File: config.mk
export PLATFORM = sky130hd
export DESIGN_NAME = supervision_timer
export DESIGN_NICKNAME = d
export VERILOG_FILES = /design/src/supervision_timer_pkg.sv /design/src/supervision_timer.sv
export SDC_FILE = /design/constraint.sdc
export NUM_CORES = 1
export LEC_CHECK = 0
export BUFFER_PORTS_ARGS = -buffer_cell sky130_fd_sc_hd__clkbuf_2
export CORE_ASPECT_RATIO = 0.75
export CORE_UTILIZATION = 54
export DETAILED_ROUTE_END_ITERATION = 6
export GPL_TIMING_DRIVEN = 0
export PLACE_DENSITY_LB_ADDON = 0.15
export SLEW_MARGIN = 25
export SYNTH_ARGS = -nofsm -noshare
export SYNTH_HDL_FRONTEND = slang
export SYNTH_SLANG_ARGS = --single-unit
File: constraint.sdc
create_clock -name clk -period 3.3 [get_ports clk]
set_input_delay 0.495 -clock clk [delete_from_list [all_inputs] [get_ports clk]]
set_output_delay 0.495 -clock clk [all_outputs]
set_load 0.01 [all_outputs]
File: src/supervision_timer_pkg.sv
/*
 * constants shared by the supervision timer: register map, field layout,
 * reset values, timeout decode and timing counts.
 * assumes a 200 MHz system clock and a 32-bit axi4-lite register bus.
 */
package supervision_timer_pkg;

    // ==========================================================
    // timing
    localparam int unsigned CLK_HZ            = 200_000_000;
    localparam int unsigned TICK_S            = 1;      // counting unit, in seconds
    localparam int unsigned CYCLES_PER_SECOND = CLK_HZ * TICK_S;

    // ==========================================================
    // register map (byte addresses, 12-bit decode)
    localparam logic [11:0] CTRL_INDEX   = 12'h069;    // printed offset, word index
    localparam logic [11:0] CTRL_ADDR    = 12'h1a4;    // four times the index
    localparam logic [11:0] STATUS_ADDR  = 12'h200;    // sticky events, read only
    localparam logic [11:0] CLEAR_ADDR   = 12'h204;    // write one to clear
    localparam logic [11:0] ENABLE_ADDR  = 12'h208;    // interrupt enable

    // ==========================================================
    // control register fields
    localparam int unsigned SEL_LSB      = 0;
    localparam int unsigned SEL_MSB      = 2;
    localparam int unsigned MODE_BIT     = 3;
    localparam logic [2:0]  SEL_DISABLED = 3'h0;
    localparam logic        MODE_RESET   = 1'h0;       // periodic operation
    localparam logic [2:0]  SEL_RESET    = 3'h0;       // until the boot value lands

    // status / clear / enable bit positions
    localparam int unsigned EV_TICK      = 0;          // periodic interrupt
    localparam int unsigned EV_SHUTDOWN  = 1;          // shutdown was forced
    localparam logic [1:0]  ENABLE_RESET = 2'h0;

    // ==========================================================
    // axi responses
    localparam logic [1:0]  RESP_OKAY    = 2'h0;
    localparam logic [1:0]  RESP_SLVERR  = 2'h2;

    // edges after reset release until the select field holds the boot value:
    // two synchroniser stages, then one edge to load from the second stage
    localparam logic [1:0]  BOOT_WAIT    = 2'h3;

    // timeout in seconds for each select code
    function automatic logic [6:0] timeout_secs(input logic [2:0] sel);
        unique case (sel)
            3'h1:    timeout_secs = 7'h05;
            3'h2:    timeout_secs = 7'h0a;
            3'h3:    timeout_secs = 7'h14;
            3'h4:    timeout_secs = 7'h28;
            3'h5:    timeout_secs = 7'h3c;
            3'h6:    timeout_secs = 7'h50;
            3'h7:    timeout_secs = 7'h64;
            default: timeout_secs = 7'h00;
        endcase
    endfunction

endpackage
File: src/supervision_timer.sv
/*
 * supervision timer with axi4-lite register access, sticky event status,
 * interrupt enable and a latched shutdown request.
 * assumes: single clock, ext_irq_pending comes from logic on clk,
 * boot_timeout_select is a static strap from boot configuration.
 */
`timescale 1ns/1ps

module supervision_timer #(
    parameter logic [31:0] CYCLES_PER_SECOND = supervision_timer_pkg::CYCLES_PER_SECOND
) (
    input  wire logic        clk,
    input  wire logic        rst,
    input  wire logic [11:0] s_axi_awaddr,
    input  wire logic        s_axi_awvalid,
    output logic             s_axi_awready,
    input  wire logic [31:0] s_axi_wdata,
    input  wire logic [3:0]  s_axi_wstrb,
    input  wire logic        s_axi_wvalid,
    output logic             s_axi_wready,
    output logic [1:0]       s_axi_bresp,
    output logic             s_axi_bvalid,
    input  wire logic        s_axi_bready,
    input  wire logic [11:0] s_axi_araddr,
    input  wire logic        s_axi_arvalid,
    output logic             s_axi_arready,
    output logic [31:0]      s_axi_rdata,
    output logic [1:0]       s_axi_rresp,
    output logic             s_axi_rvalid,
    input  wire logic        s_axi_rready,
    input  wire logic [2:0]  boot_timeout_select,
    input  wire logic        ext_irq_pending,
    output logic             irq,
    output logic             supervision_timer_shutdown
);

    // ==========================================================
    // state
    typedef struct packed {
        logic        awready;
        logic        wready;
        logic        bvalid;
        logic [1:0]  bresp;
        logic        arready;
        logic        rvalid;
        logic [1:0]  rresp;
        logic [31:0] rdata;
        logic        aw_have;
        logic [11:0] awaddr;
        logic        w_have;
        logic [7:0]  wdata;
        logic        wstrb0;
        logic        mode;
        logic [2:0]  sel;
        logic [2:0]  boot_s1;
        logic [2:0]  boot_s2;
        logic [1:0]  boot_cnt;
        logic [31:0] presc;
        logic [6:0]  sec;
        logic [1:0]  status;
        logic [1:0]  enable;
        logic        irq;
        logic        shutdown;
    } state_s;

    state_s st_reg;
    state_s st_next;

    logic       boot_done;
    logic       do_write;
    logic       cfg_wr;
    logic [1:0] clr_mask;
    logic [1:0] ev_set;
    logic       counting;
    logic       expire;
    logic [6:0] limit;

    assign boot_done = (st_reg.boot_cnt == supervision_timer_pkg::BOOT_WAIT);
    assign limit     = supervision_timer_pkg::timeout_secs(st_reg.sel);

    // ==========================================================
    // next-state logic
    always_comb begin
        st_next  = st_reg;
        cfg_wr   = 1'b0;
        clr_mask = 2'h0;
        ev_set   = 2'h0;
        expire   = 1'b0;
        do_write = st_reg.aw_have && st_reg.w_have && !st_reg.bvalid;

        // write address and data are taken independently, in either order
        if (s_axi_awvalid && st_reg.awready) begin
            st_next.aw_have = 1'b1;
            st_next.awaddr  = s_axi_awaddr;
        end
        if (s_axi_wvalid && st_reg.wready) begin
            st_next.w_have = 1'b1;
            st_next.wdata  = s_axi_wdata[7:0];
            st_next.wstrb0 = s_axi_wstrb[0];
        end

        // perform the write once both halves are held
        if (do_write) begin
            st_next.aw_have = 1'b0;
            st_next.w_have  = 1'b0;
            st_next.bvalid  = 1'b1;
            st_next.bresp   = supervision_timer_pkg::RESP_OKAY;
            unique case (st_reg.awaddr)
                supervision_timer_pkg::CTRL_ADDR: begin
                    if (st_reg.wstrb0) begin
                        cfg_wr = 1'b1;
                    end
                end
                supervision_timer_pkg::CLEAR_ADDR: begin
                    if (st_reg.wstrb0) begin
                        clr_mask = st_reg.wdata[1:0];
                    end
                end
                supervision_timer_pkg::ENABLE_ADDR: begin
                    if (st_reg.wstrb0) begin
                        st_next.enable = st_reg.wdata[1:0];
                    end
                end
                supervision_timer_pkg::STATUS_ADDR: begin
                    st_next.bresp = supervision_timer_pkg::RESP_OKAY;
                end
                default: begin
                    st_next.bresp = supervision_timer_pkg::RESP_SLVERR;
                end
            endcase
        end
        if (st_reg.bvalid && s_axi_bready) begin
            st_next.bvalid = 1'b0;
        end
        // one write at a time: no new address or data until the response is gone
        st_next.awready = !st_next.aw_have && !st_next.bvalid;
        st_next.wready  = !st_next.w_have && !st_next.bvalid;

        // read channel; upper bits of every register read as zero
        if (s_axi_arvalid && st_reg.arready) begin
            st_next.arready = 1'b0;
            st_next.rvalid  = 1'b1;
            st_next.rresp   = supervision_timer_pkg::RESP_OKAY;
            st_next.rdata   = 32'h0000_0000;
            unique case (s_axi_araddr)
                supervision_timer_pkg::CTRL_ADDR: begin
                    st_next.rdata[3:0] = {st_reg.mode, st_reg.sel};
                end
                supervision_timer_pkg::STATUS_ADDR: begin
                    st_next.rdata[1:0] = st_reg.status;
                end
                supervision_timer_pkg::ENABLE_ADDR: begin
                    st_next.rdata[1:0] = st_reg.enable;
                end
                supervision_timer_pkg::CLEAR_ADDR: begin
                    st_next.rdata = 32'h0000_0000;
                end
                default: begin
                    st_next.rresp = supervision_timer_pkg::RESP_SLVERR;
                end
            endcase
        end
        if (st_reg.rvalid && s_axi_rready) begin
            st_next.rvalid  = 1'b0;
            st_next.arready = 1'b1;
        end

        // boot strap passes two flops, then loads the select field once
        st_next.boot_s1 = boot_timeout_select;
        st_next.boot_s2 = st_reg.boot_s1;
        if (!boot_done) begin
            st_next.boot_cnt = st_reg.boot_cnt + 2'h1;
            if (st_reg.boot_cnt == supervision_timer_pkg::BOOT_WAIT - 2'h1) begin
                st_next.sel = st_reg.boot_s2;
            end
        end else if (cfg_wr) begin
            // software rewrite after boot load
            st_next.sel  = st_reg.wdata[supervision_timer_pkg::SEL_MSB:
                                        supervision_timer_pkg::SEL_LSB];
            st_next.mode = st_reg.wdata[supervision_timer_pkg::MODE_BIT];
        end

        // periodic mode counts freely; interrupt mode counts only while ext_irq_pending or its own irq is high
        counting = boot_done && !st_reg.shutdown
                   && (st_reg.sel != supervision_timer_pkg::SEL_DISABLED)
                   && (!st_reg.mode || st_reg.irq || ext_irq_pending);

        // seconds prescaler and seconds counter
        if (!counting || cfg_wr) begin
            st_next.presc = 32'h0000_0000;
            st_next.sec   = 7'h00;
        end else if (st_reg.presc == CYCLES_PER_SECOND - 32'h1) begin
            st_next.presc = 32'h0000_0000;
            if (st_reg.sec == limit - 7'h1) begin
                st_next.sec = 7'h00;
                expire      = 1'b1;
            end else begin
                st_next.sec = st_reg.sec + 7'h1;
            end
        end else begin
            st_next.presc = st_reg.presc + 32'h1;
        end

        // expiry: tick in periodic mode, shutdown when the last tick was missed or at once in interrupt mode
        if (expire) begin
            if (st_reg.mode) begin
                ev_set[supervision_timer_pkg::EV_SHUTDOWN] = 1'b1;
            end else begin
                ev_set[supervision_timer_pkg::EV_TICK] = 1'b1;
                if (st_reg.status[supervision_timer_pkg::EV_TICK]
                    && !clr_mask[supervision_timer_pkg::EV_TICK]) begin
                    ev_set[supervision_timer_pkg::EV_SHUTDOWN] = 1'b1;
                end
            end
        end
        if (ev_set[supervision_timer_pkg::EV_SHUTDOWN]) begin
            st_next.shutdown = 1'b1;
        end

        // sticky status: a set in the same cycle as its clear wins
        st_next.status = (st_reg.status & ~clr_mask) | ev_set;
        st_next.irq    = |(st_next.status & st_next.enable);
    end

    // ==========================================================
    // state register
    always_ff @(posedge clk or posedge rst) begin
        if (rst) begin
            st_reg          <= '0;
            st_reg.mode     <= supervision_timer_pkg::MODE_RESET;
            st_reg.sel      <= supervision_timer_pkg::SEL_RESET;
            st_reg.enable   <= supervision_timer_pkg::ENABLE_RESET;
            st_reg.awready  <= 1'b1;
            st_reg.wready   <= 1'b1;
            st_reg.arready  <= 1'b1;
        end else begin
            st_reg <= st_next;
        end
    end

    // outputs straight from the state register
    assign s_axi_awready              = st_reg.awready;
    assign s_axi_wready               = st_reg.wready;
    assign s_axi_bvalid               = st_reg.bvalid;
    assign s_axi_bresp                = st_reg.bresp;
    assign s_axi_arready              = st_reg.arready;
    assign s_axi_rvalid               = st_reg.rvalid;
    assign s_axi_rresp                = st_reg.rresp;
    assign s_axi_rdata                = st_reg.rdata;
    assign irq                        = st_reg.irq;
    assign supervision_timer_shutdown = st_reg.shutdown;

    // ==========================================================
    // assertions
    property p_disabled_idle;
        @(posedge clk) disable iff (rst)
        (st_reg.sel == supervision_timer_pkg::SEL_DISABLED) |-> !expire && !counting;
    endproperty
    a_disabled_idle: assert property (p_disabled_idle)
        else $error("timer ran with select code zero");

    property p_decode;
        @(posedge clk) disable iff (rst)
        (st_reg.sel == 3'h3) |-> (limit == 7'h14);
    endproperty
    a_decode: assert property (p_decode)
        else $error("select code three is not twenty seconds");

    property p_tick_set;
        @(posedge clk) disable iff (rst)
        (expire && !st_reg.mode) |=> st_reg.status[supervision_timer_pkg::EV_TICK];
    endproperty
    a_tick_set: assert property (p_tick_set)
        else $error("periodic expiry did not raise the tick");

    property p_missed_tick;
        @(posedge clk) disable iff (rst)
        (expire && !st_reg.mode && st_reg.status[supervision_timer_pkg::EV_TICK]
         && !clr_mask[supervision_timer_pkg::EV_TICK]) |=> st_reg.shutdown;
    endproperty
    a_missed_tick: assert property (p_missed_tick)
        else $error("missed tick did not force shutdown");

    property p_cleared_tick;
        @(posedge clk) disable iff (rst)
        (expire && !st_reg.mode && !st_reg.status[supervision_timer_pkg::EV_TICK]
         && !st_reg.shutdown) |=> !st_reg.shutdown;
    endproperty
    a_cleared_tick: assert property (p_cleared_tick)
        else $error("shutdown although tick was cleared");

    property p_irq_mode;
        @(posedge clk) disable iff (rst)
        (expire && st_reg.mode) |=> st_reg.shutdown
            && st_reg.status[supervision_timer_pkg::EV_SHUTDOWN];
    endproperty
    a_irq_mode: assert property (p_irq_mode)
        else $error("pending timeout did not force shutdown");

    property p_boot_load;
        @(posedge clk) disable iff (rst)
        $rose(boot_done) |-> (st_reg.sel == $past(boot_timeout_select, 3)) && !st_reg.mode;
    endproperty
    a_boot_load: assert property (p_boot_load)
        else $error("boot value not loaded into select field");

    property p_ctrl_upper_zero;
        @(posedge clk) disable iff (rst)
        (s_axi_arvalid && st_reg.arready && s_axi_araddr == supervision_timer_pkg::CTRL_ADDR)
        |=> s_axi_rvalid && (s_axi_rdata[31:4] == 28'h0);
    endproperty
    a_ctrl_upper_zero: assert property (p_ctrl_upper_zero)
        else $error("control upper bits not zero");

    property p_restart;
        @(posedge clk) disable iff (rst)
        (cfg_wr || !counting) |=> (st_reg.presc == 32'h0) && (st_reg.sec == 7'h00);
    endproperty
    a_restart: assert property (p_restart)
        else $error("count did not restart");

    property p_shutdown_sticky;
        @(posedge clk) disable iff (rst)
        st_reg.shutdown |=> st_reg.shutdown [*2];
    endproperty
    a_shutdown_sticky: assert property (p_shutdown_sticky)
        else $error("shutdown dropped before reset");

    c_tick: cover property (@(posedge clk) disable iff (rst) expire && !st_reg.mode);
    c_missed: cover property (@(posedge clk) disable iff (rst)
        $rose(st_reg.shutdown) && !st_reg.mode);
    c_irq_mode: cover property (@(posedge clk) disable iff (rst)
        $rose(st_reg.shutdown) && st_reg.mode);
    c_write: cover property (@(posedge clk) disable iff (rst) do_write && cfg_wr);

endmodule

==> results.toml <==
[critical_path]
start_kind = "register"
r2r_end = "st_reg[12]$_DFFE_PP0P_"
setup.worst_path.start = "st_reg[55]$_DFFE_PP0P_"
r2r_cells = 10
worst-endpoint-required_ns = 3.55
r2r-start = "st_reg[55]$_DFFE_PP0P_"
critPathCapture = "st_reg[12]$_DFFE_PP0P_"
r2r_setup_slack_ns = 0.60
crit_arrival_ns = 2.95
end_kind = "register"
crit_type = "register to register"
worstPathMaxFanout = 10

[finish]
fin_nets = 615
antenna_cells = 0
area_delta_synth_final_pct = 18.2
largest_register_ff_count = 71
post-route-util_pct = 67.4
drive_gt1_share_pct = 27.2
stdcell_count = 649

[power]
power.total_w = 0.00295
pwr_density_cell_mw_per_mm2 = 542
power_leakage_nw = 2.54
ir_drop_mv = 0.495

[clocking]
post_cts_resized = 0
cts_setup_buffers = 0
cts_hold_buf = 0
cts-root-buf = "clkbuf_16"
tritoncts = "yes"
worstSkewPairLatency_ns = 0.33
cts_buffer_depth = 2
clkSinkCount = 87
numCtsBuffers = 9
path_clk_slew_ns = 0.06
cts-htree-levels = 3

[die]
core_area_mm2 = 0.00806
die_x_um = 109
io_pins = 114
rows = 28
die_h_um = 81.9
start_util_pct = 57.0
dieArea_mm2 = 0.00889

[sta]
slew_headroom_pct = 55.1
fin_ws_ns = 0.598
rsz0062_at_grt = "false"
setup_violations = 0
final-hold-violation-count = 0
slew_viol_final = 0
fmax_mhz = 370
timing.hold.ws_ns = 0.0899
finalCriticalPeriod_ns = 2.70
worstMarginPinSlew_ns = 0.667
min_period_over_period_pct = 81.9
final.setup_skew_ns = 0.00747

[global_routing]
grt_pass1_wl_um = 14800
overflow = 0
grt_pass1_vias = 3119
antenna_found_initial = 0
grt.total_usage_pct = 21.7
grt_max_degree = 71

[status]
status = "finished clean"

[logic_synthesis]
yosysMostFrequentCell = "dfrtp_1"
syn_area_mm2 = 0.00460
ys_warn_count = 0
synth_top_cell_by_area = "dfrtp_1"
netlist.area_leader.share_pct = 45.7
ys_seq_elements = 87
synthTopCellsByArea = "dfrtp_1 (46%), buf_4 (6.2%), mux2_2 (5.1%), nor2_1 (3.3%), xnor2_1 (3.0%)"
synth_area_per_cell_um2 = 10.3
synth_ff_type = "dfrtp_1"
synth_common_cells = "dfrtp_1 (84), nor2_1 (41), buf_4 (38), nand2_1 (36), mux2_2 (21)"
synthCells = 446
async_flop_share_pct = 100
synth_edf_count = 0
seq_area_frac_synth_pct = 47.5
ys_types = 61

[placement]
post-place-ws_ns = 0.624
place.gp.congestion = 0.818
portBuffers = 52
dp_hpwl_um = 6660
dp_cells = 633

[detailed_routing]
drt_iter0_drc = 195
drc = 0
drt_wl_total_um = 8940
dr.pass1.iters = 4
via_per_inst = 5.41
routedWlPerCell_um = 13.8
via_count = 3509
ant_nets = 0

[min_path]
hold_class = "primary input to async pin"

[job]
maxCapViolations = 0
[worst min-delay path by stage]
stage                      endpoint  slack, ns  cells after the start
2_1_floorplan  st_reg[47]$_DFF_PP0_       0.33                      0
3_3_place_gp   st_reg[48]$_DFF_PP0_       0.34                      0
3_5_place_dp   st_reg[49]$_DFF_PP0_       0.33                      0
4_1_cts        st_reg[20]$_DFF_PP0_       0.08                      2
5_1_grt        st_reg[20]$_DFF_PP0_       0.09                      2
6_report       st_reg[20]$_DFF_PP0_       0.09                      2
[power breakdown]
| part | internal (W) | switching [W] | leakage (nW) | total, W |
|---|---|---|---|---|
| registers | 0.00126 | 0.000160 | 1.11 | 0.00142 |
| clock network | 0.000594 | 0.000418 | 0.143 | 0.00101 |
| logic | 0.000273 | 0.000239 | 1.28 | 0.000512 |
| total | 0.00213 | 0.000818 | 2.54 | 0.00295 |
[kinds of logic (layout without fill, tap and decap cells)]
logic type	count (synthesis)	in the layout	synth area share [%]
and+or+nand+nor	171	171	20.4
DFF	87	87	47.5
AOI/OAI and AO/OA	63	63	10.1
buffers and inverters	61	130	8.19
xor gates and xnor gates	29	29	5.53
muxes	29	29	6.89
adders and majority gates	5	5	1.36
other	1	30	0.0816
[per-layer routing]
metal | vias up | global-route usage (%) | wire (um)
met5 | - | 0 | 0
met2 | 86 | 31.6 | 3980
met4 | 0 | 7.03 | 89
li1 | 1709 | - | -
met3 | 10 | 4.44 | 409
met1 | 1704 | 32.3 | 4470
[final cells by class]
type | instances | area (um^2)
buffer | 46 | 320
multi-input combinational | 327 | 2150
clock inverter | 7 | 80.1
fill | 659 | 2620
timing repair buffer | 53 | 288
inverter | 15 | 61.3
sequential | 87 | 2180
tap | 105 | 131
clock buffer | 9 | 225
[critical path: stages (launching register included)]
cell	delay [ns]
dfrtp_1	0.45
buf_4	0.21
nor2_1	0.14
nand2_1	0.07
ha_1	0.25
or3b_1	0.36
a32oi_1	0.24
xnor2_1	0.20
a211oi_4	0.11
or4b_1	0.51
o211ai_2	0.09
[cell usage in the layout (no fill, tap or decap), types with 6 or more instances in the layout]
cell       instances
a211oi_1           6
a21oi_1            8
and3_1             9
buf_4             38
clkbuf_16          9
clkbuf_2          52
conb_1            30
dfrtp_1           84
inv_1             14
mux2_2            21
mux2i_1            8
nand2_1           36
nand2b_1           6
nand3_1           17
nand4_1           15
nor2_1            41
nor4_1             7
o21ai_0           19
or3_1              6
xnor2_1           16
xor2_1            13
[metrics by stage]
stage          cell area, um^2  TNS [ns]
2_1_floorplan             4700         0
3_3_place_gp              5100    -32.55
3_5_place_dp              5130         0
4_1_cts                   5430         0
5_1_grt                   5430         0
6_report                  5430         0
(Power assumes the default switching activity.)
